## src/hdl/rtc_pkg.sv

```systemverilog
// Constants shared by the watch and calendar clock block
package rtc_pkg;
    // Crystal and tick rates
    localparam int unsigned XTAL_HZ = 32768;
    localparam int unsigned TICK_HZ = 1;
    localparam int unsigned PRESCALE_DIV = XTAL_HZ / TICK_HZ;
    localparam int unsigned SWATCH_W = 16;

    // Counter widths and last values before wrap
    localparam int unsigned SEC_W = 6;
    localparam int unsigned MIN_W = 6;
    localparam int unsigned HOUR_W = 5;
    localparam int unsigned DAY_W = 15;
    localparam logic [5:0] SEC_LAST = 6'h3B;
    localparam logic [5:0] MIN_LAST = 6'h3B;
    localparam logic [4:0] HOUR_LAST = 5'h17;
    localparam logic [14:0] DAY_LAST = 15'h7FFF;

    // Register byte offsets
    localparam int unsigned ADDR_W = 5;
    localparam logic [4:0] OFF_TIME = 5'h00;
    localparam logic [4:0] OFF_DAY = 5'h04;
    localparam logic [4:0] OFF_ALM_TIME = 5'h08;
    localparam logic [4:0] OFF_ALM_DAY = 5'h0C;
    localparam logic [4:0] OFF_CTRL = 5'h10;
    localparam logic [4:0] OFF_STATUS = 5'h14;
    localparam logic [4:0] OFF_SWATCH = 5'h18;

    // Field positions in the time-of-day words
    localparam int unsigned TIME_SEC_LSB = 0;
    localparam int unsigned TIME_MIN_LSB = 8;
    localparam int unsigned TIME_HOUR_LSB = 16;

    // Event bits, shared by control enables and status flags
    localparam int unsigned EV_SEC = 0;
    localparam int unsigned EV_MIN = 1;
    localparam int unsigned EV_HOUR = 2;
    localparam int unsigned EV_DAY = 3;
    localparam int unsigned EV_ALARM = 4;
    localparam int unsigned EV_SWATCH = 5;
    localparam int unsigned N_EV = 6;
    localparam int unsigned CTRL_FORM_BIT = 8;
    localparam int unsigned STAT_RUN_BIT = 8;

    // Values after reset
    localparam logic [31:0] CTRL_RST = 32'h0000_0000;
    localparam logic [31:0] ALM_RST = 32'h0000_0000;

    // Bus responses
    localparam logic [1:0] RESP_OKAY = 2'h0;
    localparam logic [1:0] RESP_SLVERR = 2'h2;
endpackage

```

## src/hdl/rtc_sticky_flags.sv

```systemverilog
// Sticky event flags, set by hardware and cleared by writing one
`timescale 1ns/100ps
module rtc_sticky_flags #(
    parameter int N = rtc_pkg::N_EV
) (
    // Clock, reset, enable
    input wire logic aclk,
    input wire logic aresetn,
    input wire logic ce,
    // Events and clear strobes
    input wire logic [N-1:0] set,
    input wire logic [N-1:0] clr,
    // Flags
    output logic [N-1:0] flags
);
    genvar i;
    generate
        for (i = 0; i < N; i++) begin : g_flag
            logic flag_q;
            // Set wins so an event in the clearing cycle is kept
            always_ff @(posedge aclk) begin
                if (!aresetn) begin
                    flag_q <= 1'b0;
                end else if (ce) begin
                    if (set[i]) begin
                        flag_q <= 1'b1;
                    end else if (clr[i]) begin
                        flag_q <= 1'b0;
                    end
                end
            end
            assign flags[i] = flag_q;
        end
    endgenerate
endmodule // rtc_sticky_flags

```

## src/hdl/rtc_prescaler.sv

```systemverilog
// Crystal pin sampler and divider to the one-second tick
`timescale 1ns/100ps
module rtc_prescaler #(
    parameter int unsigned DIV = rtc_pkg::PRESCALE_DIV
) (
    // Clock, reset, enable
    input wire logic aclk,
    input wire logic aresetn,
    input wire logic ce,
    // Crystal clock pin
    input wire logic xtal_clk,
    // One-cycle tick
    output logic tick
);
    localparam int unsigned CW = (DIV > 2) ? $clog2(DIV) : 1;
    localparam logic [CW-1:0] LAST = CW'(DIV - 1);

    logic s1_q;
    logic s2_q;
    logic s3_q;
    logic lvl_q;
    logic [CW-1:0] cnt_q;
    logic rise;

    always_ff @(posedge aclk) begin
        if (!aresetn) begin
            s1_q <= 1'b0;
            s2_q <= 1'b0;
            s3_q <= 1'b0;
        end else if (ce) begin
            s1_q <= xtal_clk;
            s2_q <= s1_q;
            s3_q <= s2_q;
        end
    end

    // A level counts only once two sampled stages agree
    always_ff @(posedge aclk) begin
        if (!aresetn) begin
            lvl_q <= 1'b0;
        end else if (ce && (s2_q == s3_q)) begin
            lvl_q <= s3_q;
        end
    end

    assign rise = (s2_q == s3_q) && s3_q && !lvl_q;

    always_ff @(posedge aclk) begin
        if (!aresetn) begin
            cnt_q <= '0;
            tick <= 1'b0;
        end else if (ce) begin
            tick <= 1'b0;
            if (rise) begin
                if (cnt_q == LAST) begin
                    cnt_q <= '0;
                    tick <= 1'b1;
                end else begin
                    cnt_q <= cnt_q + 1'b1;
                end
            end
        end
    end
endmodule // rtc_prescaler

```

## src/hdl/rtc_top.sv

```systemverilog
// Watch and calendar clock with stopwatch, alarm and AXI4-Lite registers
`timescale 1ns/100ps
module rtc_top #(
    parameter int unsigned PRESCALE = rtc_pkg::PRESCALE_DIV,
    parameter int unsigned SW_W = rtc_pkg::SWATCH_W
) (
    // Clock, reset, enable
    input wire logic aclk,
    input wire logic aresetn,
    input wire logic ce,
    // Crystal clock pin
    input wire logic xtal_clk,
    // AXI4-Lite write address
    input wire logic [rtc_pkg::ADDR_W-1:0] s_axi_awaddr,
    input wire logic s_axi_awvalid,
    output logic s_axi_awready,
    // AXI4-Lite write data
    input wire logic [31:0] s_axi_wdata,
    input wire logic [3:0] s_axi_wstrb,
    input wire logic s_axi_wvalid,
    output logic s_axi_wready,
    // AXI4-Lite write response
    output logic [1:0] s_axi_bresp,
    output logic s_axi_bvalid,
    input wire logic s_axi_bready,
    // AXI4-Lite read address
    input wire logic [rtc_pkg::ADDR_W-1:0] s_axi_araddr,
    input wire logic s_axi_arvalid,
    output logic s_axi_arready,
    // AXI4-Lite read data
    output logic [31:0] s_axi_rdata,
    output logic [1:0] s_axi_rresp,
    output logic s_axi_rvalid,
    input wire logic s_axi_rready,
    // Interrupt request
    output logic irq
);
    // Byte-lane merge of a write into an old word
    function automatic logic [31:0] merge(input logic [31:0] old,
                                          input logic [31:0] nw,
                                          input logic [3:0] strb);
        logic [31:0] r;
        r = old;
        for (int b = 0; b < 4; b++) begin
            if (strb[b]) begin
                r[8*b +: 8] = nw[8*b +: 8];
            end
        end
        return r;
    endfunction

    // Pack hour, minute, second into the time-of-day layout
    function automatic logic [31:0] pack_time(input logic [4:0] h,
                                              input logic [5:0] m,
                                              input logic [5:0] s);
        logic [31:0] r;
        r = 32'h0000_0000;
        r[rtc_pkg::TIME_HOUR_LSB +: rtc_pkg::HOUR_W] = h;
        r[rtc_pkg::TIME_MIN_LSB +: rtc_pkg::MIN_W] = m;
        r[rtc_pkg::TIME_SEC_LSB +: rtc_pkg::SEC_W] = s;
        return r;
    endfunction

    logic tick;
    logic tick_d_q;

    logic [5:0] sec_q;
    logic [5:0] min_q;
    logic [4:0] hour_q;
    logic [14:0] day_q;
    logic [31:0] alm_time_q;
    logic [14:0] alm_day_q;
    logic [31:0] ctrl_q;
    logic [SW_W-1:0] sw_q;
    logic sw_run_q;

    logic sec_wrap;
    logic min_wrap;
    logic hour_wrap;
    logic alarm_match;
    logic sw_under;

    logic [rtc_pkg::N_EV-1:0] ev_set;
    logic [rtc_pkg::N_EV-1:0] ev_clr;
    logic [rtc_pkg::N_EV-1:0] flags;

    logic aw_have_q;
    logic w_have_q;
    logic [rtc_pkg::ADDR_W-1:0] awaddr_q;
    logic [31:0] wdata_q;
    logic [3:0] wstrb_q;
    logic wr_go;
    logic wr_hit;
    logic [31:0] wr_time;
    logic [31:0] wr_day;
    logic [31:0] wr_sw;

    logic rd_hit;
    logic [31:0] rd_word;

    rtc_prescaler #(
        .DIV(PRESCALE)
    ) u_prescaler (
        .aclk(aclk),
        .aresetn(aresetn),
        .ce(ce),
        .xtal_clk(xtal_clk),
        .tick(tick)
    );

    // Write channel: address and data are taken in either order
    assign s_axi_awready = !aw_have_q && !s_axi_bvalid;
    assign s_axi_wready = !w_have_q && !s_axi_bvalid;
    assign wr_go = aw_have_q && w_have_q && !s_axi_bvalid;

    always_ff @(posedge aclk) begin
        if (!aresetn) begin
            aw_have_q <= 1'b0;
            awaddr_q <= '0;
        end else if (ce) begin
            if (s_axi_awvalid && s_axi_awready) begin
                aw_have_q <= 1'b1;
                awaddr_q <= s_axi_awaddr;
            end else if (wr_go) begin
                aw_have_q <= 1'b0;
            end
        end
    end

    always_ff @(posedge aclk) begin
        if (!aresetn) begin
            w_have_q <= 1'b0;
            wdata_q <= 32'h0000_0000;
            wstrb_q <= 4'h0;
        end else if (ce) begin
            if (s_axi_wvalid && s_axi_wready) begin
                w_have_q <= 1'b1;
                wdata_q <= s_axi_wdata;
                wstrb_q <= s_axi_wstrb;
            end else if (wr_go) begin
                w_have_q <= 1'b0;
            end
        end
    end

    always_comb begin
        case (awaddr_q)
            rtc_pkg::OFF_TIME, rtc_pkg::OFF_DAY, rtc_pkg::OFF_ALM_TIME,
            rtc_pkg::OFF_ALM_DAY, rtc_pkg::OFF_CTRL, rtc_pkg::OFF_STATUS,
            rtc_pkg::OFF_SWATCH: wr_hit = 1'b1;
            default: wr_hit = 1'b0;
        endcase
    end

    always_ff @(posedge aclk) begin
        if (!aresetn) begin
            s_axi_bvalid <= 1'b0;
            s_axi_bresp <= rtc_pkg::RESP_OKAY;
        end else if (ce) begin
            if (wr_go) begin
                s_axi_bvalid <= 1'b1;
                s_axi_bresp <= wr_hit ? rtc_pkg::RESP_OKAY
                                      : rtc_pkg::RESP_SLVERR;
            end else if (s_axi_bready) begin
                s_axi_bvalid <= 1'b0;
            end
        end
    end

    assign wr_time = merge(pack_time(hour_q, min_q, sec_q), wdata_q, wstrb_q);
    assign wr_day = merge({17'h0_0000, day_q}, wdata_q, wstrb_q);
    assign wr_sw = merge({{(32-SW_W){1'b0}}, sw_q}, wdata_q, wstrb_q);

    // Timekeeping chain; a software write beats a tick in the same cycle
    assign sec_wrap = sec_q >= rtc_pkg::SEC_LAST;
    assign min_wrap = sec_wrap && (min_q >= rtc_pkg::MIN_LAST);
    assign hour_wrap = min_wrap && (hour_q >= rtc_pkg::HOUR_LAST);

    always_ff @(posedge aclk) begin
        if (!aresetn) begin
            sec_q <= '0;
            min_q <= '0;
            hour_q <= '0;
        end else if (ce) begin
            if (wr_go && awaddr_q == rtc_pkg::OFF_TIME) begin
                sec_q <= wr_time[rtc_pkg::TIME_SEC_LSB +: rtc_pkg::SEC_W];
                min_q <= wr_time[rtc_pkg::TIME_MIN_LSB +: rtc_pkg::MIN_W];
                hour_q <= wr_time[rtc_pkg::TIME_HOUR_LSB +: rtc_pkg::HOUR_W];
            end else if (tick) begin
                sec_q <= sec_wrap ? '0 : sec_q + 1'b1;
                if (sec_wrap) begin
                    min_q <= min_wrap ? '0 : min_q + 1'b1;
                end
                if (min_wrap) begin
                    hour_q <= hour_wrap ? '0 : hour_q + 1'b1;
                end
            end
        end
    end

    always_ff @(posedge aclk) begin
        if (!aresetn) begin
            day_q <= '0;
        end else if (ce) begin
            if (wr_go && awaddr_q == rtc_pkg::OFF_DAY) begin
                day_q <= wr_day[rtc_pkg::DAY_W-1:0];
            end else if (tick && hour_wrap) begin
                // A compare with DAY_LAST, the 15-bit maximum, returns the day to zero
                day_q <= (day_q == rtc_pkg::DAY_LAST) ? '0 : day_q + 1'b1;
            end
        end
    end

    // Alarm setting and control
    always_ff @(posedge aclk) begin
        if (!aresetn) begin
            alm_time_q <= rtc_pkg::ALM_RST;
            alm_day_q <= '0;
            ctrl_q <= rtc_pkg::CTRL_RST;
        end else if (ce && wr_go) begin
            case (awaddr_q)
                rtc_pkg::OFF_ALM_TIME: alm_time_q <= merge(alm_time_q,
                                                           wdata_q, wstrb_q);
                rtc_pkg::OFF_ALM_DAY: alm_day_q <= wr_day[rtc_pkg::DAY_W-1:0];
                rtc_pkg::OFF_CTRL: ctrl_q <= merge(ctrl_q, wdata_q, wstrb_q);
                default: ;
            endcase
        end
    end

    // Compare one cycle after the tick so the new counter values are seen
    always_ff @(posedge aclk) begin
        if (!aresetn) begin
            tick_d_q <= 1'b0;
        end else if (ce) begin
            tick_d_q <= tick;
        end
    end

    assign alarm_match = tick_d_q
        && (pack_time(hour_q, min_q, sec_q) == pack_time(
               alm_time_q[rtc_pkg::TIME_HOUR_LSB +: rtc_pkg::HOUR_W],
               alm_time_q[rtc_pkg::TIME_MIN_LSB +: rtc_pkg::MIN_W],
               alm_time_q[rtc_pkg::TIME_SEC_LSB +: rtc_pkg::SEC_W]))
        && (!ctrl_q[rtc_pkg::CTRL_FORM_BIT] || day_q == alm_day_q);

    // Stopwatch: a load starts it, underflow from zero stops it
    assign sw_under = tick && sw_run_q && (sw_q == '0);

    always_ff @(posedge aclk) begin
        if (!aresetn) begin
            sw_q <= '0;
            sw_run_q <= 1'b0;
        end else if (ce) begin
            if (wr_go && awaddr_q == rtc_pkg::OFF_SWATCH) begin
                sw_q <= wr_sw[SW_W-1:0];
                sw_run_q <= 1'b1;
            end else if (sw_under) begin
                sw_run_q <= 1'b0;
            end else if (tick && sw_run_q) begin
                sw_q <= sw_q - 1'b1;
            end
        end
    end

    // Events latch regardless of their enables
    always_comb begin
        ev_set = '0;
        ev_set[rtc_pkg::EV_SEC] = tick;
        ev_set[rtc_pkg::EV_MIN] = tick && sec_wrap;
        ev_set[rtc_pkg::EV_HOUR] = tick && min_wrap;
        ev_set[rtc_pkg::EV_DAY] = tick && hour_wrap;
        ev_set[rtc_pkg::EV_ALARM] = alarm_match;
        ev_set[rtc_pkg::EV_SWATCH] = sw_under;
        ev_clr = '0;
        if (wr_go && awaddr_q == rtc_pkg::OFF_STATUS && wstrb_q[0]) begin
            ev_clr = wdata_q[rtc_pkg::N_EV-1:0];
        end
    end

    rtc_sticky_flags #(
        .N(rtc_pkg::N_EV)
    ) u_flags (
        .aclk(aclk),
        .aresetn(aresetn),
        .ce(ce),
        .set(ev_set),
        .clr(ev_clr),
        .flags(flags)
    );

    // Only enabled flags reach the request line
    always_ff @(posedge aclk) begin
        if (!aresetn) begin
            irq <= 1'b0;
        end else if (ce) begin
            irq <= |(flags & ctrl_q[rtc_pkg::N_EV-1:0]);
        end
    end

    // Read channel
    assign s_axi_arready = !s_axi_rvalid;

    always_comb begin
        rd_hit = 1'b1;
        rd_word = 32'h0000_0000;
        case (s_axi_araddr)
            rtc_pkg::OFF_TIME: rd_word = pack_time(hour_q, min_q, sec_q);
            rtc_pkg::OFF_DAY: rd_word = {17'h0_0000, day_q};
            rtc_pkg::OFF_ALM_TIME: rd_word = pack_time(
                alm_time_q[rtc_pkg::TIME_HOUR_LSB +: rtc_pkg::HOUR_W],
                alm_time_q[rtc_pkg::TIME_MIN_LSB +: rtc_pkg::MIN_W],
                alm_time_q[rtc_pkg::TIME_SEC_LSB +: rtc_pkg::SEC_W]);
            rtc_pkg::OFF_ALM_DAY: rd_word = {17'h0_0000, alm_day_q};
            rtc_pkg::OFF_CTRL: begin
                rd_word[rtc_pkg::N_EV-1:0] = ctrl_q[rtc_pkg::N_EV-1:0];
                rd_word[rtc_pkg::CTRL_FORM_BIT] = ctrl_q[rtc_pkg::CTRL_FORM_BIT];
            end
            rtc_pkg::OFF_STATUS: begin
                rd_word[rtc_pkg::N_EV-1:0] = flags;
                rd_word[rtc_pkg::STAT_RUN_BIT] = sw_run_q;
            end
            rtc_pkg::OFF_SWATCH: rd_word = {{(32-SW_W){1'b0}}, sw_q};
            default: rd_hit = 1'b0;
        endcase
    end

    always_ff @(posedge aclk) begin
        if (!aresetn) begin
            s_axi_rvalid <= 1'b0;
            s_axi_rdata <= 32'h0000_0000;
            s_axi_rresp <= rtc_pkg::RESP_OKAY;
        end else if (ce) begin
            if (s_axi_arvalid && s_axi_arready) begin
                s_axi_rvalid <= 1'b1;
                s_axi_rdata <= rd_word;
                s_axi_rresp <= rd_hit ? rtc_pkg::RESP_OKAY
                                      : rtc_pkg::RESP_SLVERR;
            end else if (s_axi_rready) begin
                s_axi_rvalid <= 1'b0;
            end
        end
    end
endmodule // rtc_top

```

## config.mk

```make
export PLATFORM = sky130hd
export DESIGN_NAME = rtc_top
export DESIGN_NICKNAME = d
export VERILOG_FILES = /design/src/hdl/rtc_pkg.sv /design/src/hdl/rtc_sticky_flags.sv /design/src/hdl/rtc_prescaler.sv /design/src/hdl/rtc_top.sv
export SDC_FILE = /design/constraint.sdc
export NUM_CORES = 1
export LEC_CHECK = 0
export BUFFER_PORTS_ARGS = -buffer_cell sky130_fd_sc_hd__buf_2
export CAP_MARGIN = 30
export CORE_ASPECT_RATIO = 0.9
export CORE_MARGIN = 2
export CORE_UTILIZATION = 57
export DETAILED_ROUTE_END_ITERATION = 8
export MAX_ROUTING_LAYER = met4
export PLACE_DENSITY = 0.84
export SLEW_MARGIN = 25
export SYNTH_ARGS = -nofsm -noshare
export SYNTH_HDL_FRONTEND = slang
export SYNTH_SLANG_ARGS = --single-unit
```

## constraint.sdc

```tcl
create_clock -name aclk -period 2.7 [get_ports aclk]
set_clock_uncertainty 0.2 [all_clocks]
set_input_delay 0.54 -clock aclk [delete_from_list [all_inputs] [get_ports aclk]]
set_output_delay 0.54 -clock aclk [all_outputs]
set_load 0.03 [all_outputs]
```

==> flow_summary.ini <==
[synthesis]
ys_seq_elements = 172
synth_area_leaders = dfxtp_1 (37%), nand2_1 (6.3%), a21oi_1 (5.7%)
synth_edf_count = 0
yosysTopAreaCellShare_pct = 37.29
synth_top_cell_by_area = dfxtp_1
synth.cell_area_um2 = 9234
ys_seq_area_share_pct = 37.29
synth_ff_type = dfxtp_1
yosys_warnings = 0
post-synth-top-count-cell = dfxtp_1
synth.distinct_cells = 88
syn_area_per_cell_um2 = 8.029
syn_inst = 1150
synth_common_cells = dfxtp_1 (172), nand2_1 (155), a21oi_1 (105)
async_reset_ff_share_pct = 0

[grt]
grt_pass1_vias = 8375
grt_use_total_pct = 33.37
grt_start_max_net_pins = 48
overflow = 0
grt_pass1_wl_mm = 44.86
antenna_found_initial = 1

[worst_setup_path]
endpoint_kind = register
ff2ff_path_depth = 7
path_cells = ha_1 > o2111a_1 > and3_1 > a21boi_1 > buf_4 > a21oi_1 > o21a_1
crit_fanout = 10
r2r_start = min_q[0]
slowest_delay_ps = 690
cp.required_ps = 2830
crit_start = min_q[0]
cp_slowest_cell = a21boi_1
crit_buf_inv = 1
cp.depth = 7
startpoint_type = register
crit_type = register to register
critPathTopFamily = compound AO/OA/AOI/OAI gates
cp_data_arrival_time_ps = 2680

[finish]
regArea_um2 = 3443
fin_nets = 1284
nFillCells = 1329
multi_input_comb_area_um2 = 5313
area_delta_synth_final_pct = 15.52
drive_gt1_share_pct = 17.18

[clock_network]
cts_setup_buffers = 0
root_buffer = clkbuf_16
h-tree-depth = 4
clockBufferDepth = 2
cts_tree = yes
clk_pin_slew_ps = 80
ctsHoldBuffers = 0
cts.sinks = 172
worstSkewPairLatency_ps = 440
cts_buffers = 17

[routing]
drc = 0
wl_mm = 28.36
drt_iter0_drc = 1395
drt_pass1_iterations = 9
ant_nets = 0
avgRoutedWirePerCell_um = 19.67
vias = 9266
via_per_inst = 6.426

[placed_design]
hpwl_mm = 19.90
dp_slack_ps = 242.3
port_buffers = 71
globalplace.congestion = 1.007

[flow_run]
drv_cap = 0

[sta]
rsz0062_at_grt = no
drv_slew = 0
slew_headroom_pct = 43.83
layout_setup_ws_ps = 141.6
worst_hold_slack_ps = 133.2
fin_setup_tns_ps = 0
finalCritPeriodShare_pct = 94.76
hold_viol_final = 0
worstMarginPinSlew_ps = 840.7
setup_viol = 0
fmax_ghz = 0.3909
period_minus_slack_ps = 2558

[floorplanning]
die_w_um = 138.2
std_cell_rows = 44
fp.dieH_um = 124.7
pin_count = 97
start_util_pct = 57.64
design.core.area_um2 = 16020
die_area_um2 = 17240

[worst_hold_path]
hp-class = input pin to register
hold_depth = 3
min_from = s_axi_awaddr[4]

[pwr]
combPwrFrac_pct = 7.3
p_int_mw = 4.105
power.leakage_nw = 4.135
p_clk_share_pct = 45.3
totalPowerFinal_mw = 5.556
ir_worst_vdd_mv = 0.6931
swShare_pct = 26.11
seqPwrFrac_pct = 47.4
p_sw_mw = 1.451
power.density_nw_per_um2 = 520.8

[outcome]
status = complete, no violations
-- what timing repair did --
item	in CTS	in global routing
endpoints found under the hold margin	0	0
endpoints found under the setup margin	0	1
resized for setup	0	1
-- worst min-delay path: stages --
cell and delay [ps]:
buf_2 70, mux2i_1 50, nor2_1 70
-- registers in the layout, summed over array words and instances, names as in the netlist, 3 cells and up --
name and flops:
alm_day_q 15, alm_time_q 17, awaddr_q 5, ctrl_q 7, day_q 15, hour_q 5
min_q 6, s_axi_rdata 21, sec_q 6, sw_q 16, u_flags.g_flag.flag_q 6, u_prescaler.cnt_q 15
wdata_q 21, wstrb_q 3
-- final cells by class --
cell class	instances	area share, %
Clock buffer	20	4.094
Multi-Input combinational cell	874	49.81
Clock inverter	12	1.443
Antenna cell	1	0.02346
Inverter	13	0.4692
Tap cell	207	2.428
Sequential cell	172	32.28
Timing Repair Buffer	143	9.455
-- cells in the final DEF (no fill, tap or decap), types with 9 or more instances in the layout --
cell type,synthesis,routed
a211oi_1,16,16
a21oi_1,105,105
a221oi_1,10,10
a222oi_1,15,15
a22oi_1,27,27
a31o_2,9,9
and2_1,21,21
buf_12,0,9
buf_2,24,71
buf_4,15,63
clkbuf_16,0,17
conb_1,1,13
dfxtp_1,172,172
inv_1,12,12
mux2i_1,34,34
nand2_1,155,155
nand3_1,55,55
nand4_1,15,15
nor2_1,92,92
nor3_1,31,31
nor4_1,18,17
o21ai_0,46,46
o32ai_1,10,10
xor2_1,42,42
-- power groups by stage --
| stage | sequential [mW] | combinational, mW | clock [mW] |
|---|---|---|---|
| global route | 2.63 | 0.437 | 2.64 |
| CTS | 2.63 | 0.400 | 2.53 |
| floorplan | 2.67 | 0.263 | 0 |
| global placement | 2.68 | 0.392 | 0 |
| finish | 2.63 | 0.405 | 2.52 |
| detailed placement | 2.69 | 0.397 | 0 |
-- kinds of logic after synthesis --
logic type	Yosys count	synth area share, %
simple gates	451	24.02
other cells	1	0.04061
fa+ha+maj	8	1.084
xor+xnor	49	4.648
flops	172	37.29
mux	37	4.052
compound gates	316	23.12
buf+inv	116	5.745
-- routing by layer --
| metal | vias up | share of wire, % | routed length, um | track usage, % |
|---|---|---|---|---|
| met3 | 84 | 11 | 3261 | 7.266 |
| met1 | 4345 | 40 | 11450 | 44.76 |
| met2 | 522 | 46 | 12910 | 50.90 |
| met5 | - | 0 | 0 | - |
| li1 | 4315 | - | - | - |
| met4 | 0 | 2.6 | 731 | 9.844 |
-- metrics by stage --
stage | utilization, % | instances | cell area [um2]
6_report | 66.58 | 1442 | 10670
5_1_grt | 66.58 | 1442 | 10670
4_1_cts | 66.56 | 1441 | 10660
3_5_place_dp | 62.87 | 1409 | 10070
3_3_place_gp | 62.87 | 1409 | 10070
2_1_floorplan | - | 1162 | 9279
-- path summary, 6_finish.rpt --
| path | to | slack (ps) |
|---|---|---|
| setup / recovery | day_q[14] | 140 |
| hold / removal | awaddr_q[4] | 130 |
| setup reg to reg | day_q[14] | 140 |
| hold reg to reg | s_axi_rdata[0] | 260 |
Note: power is estimated with default switching activity, not from simulation.
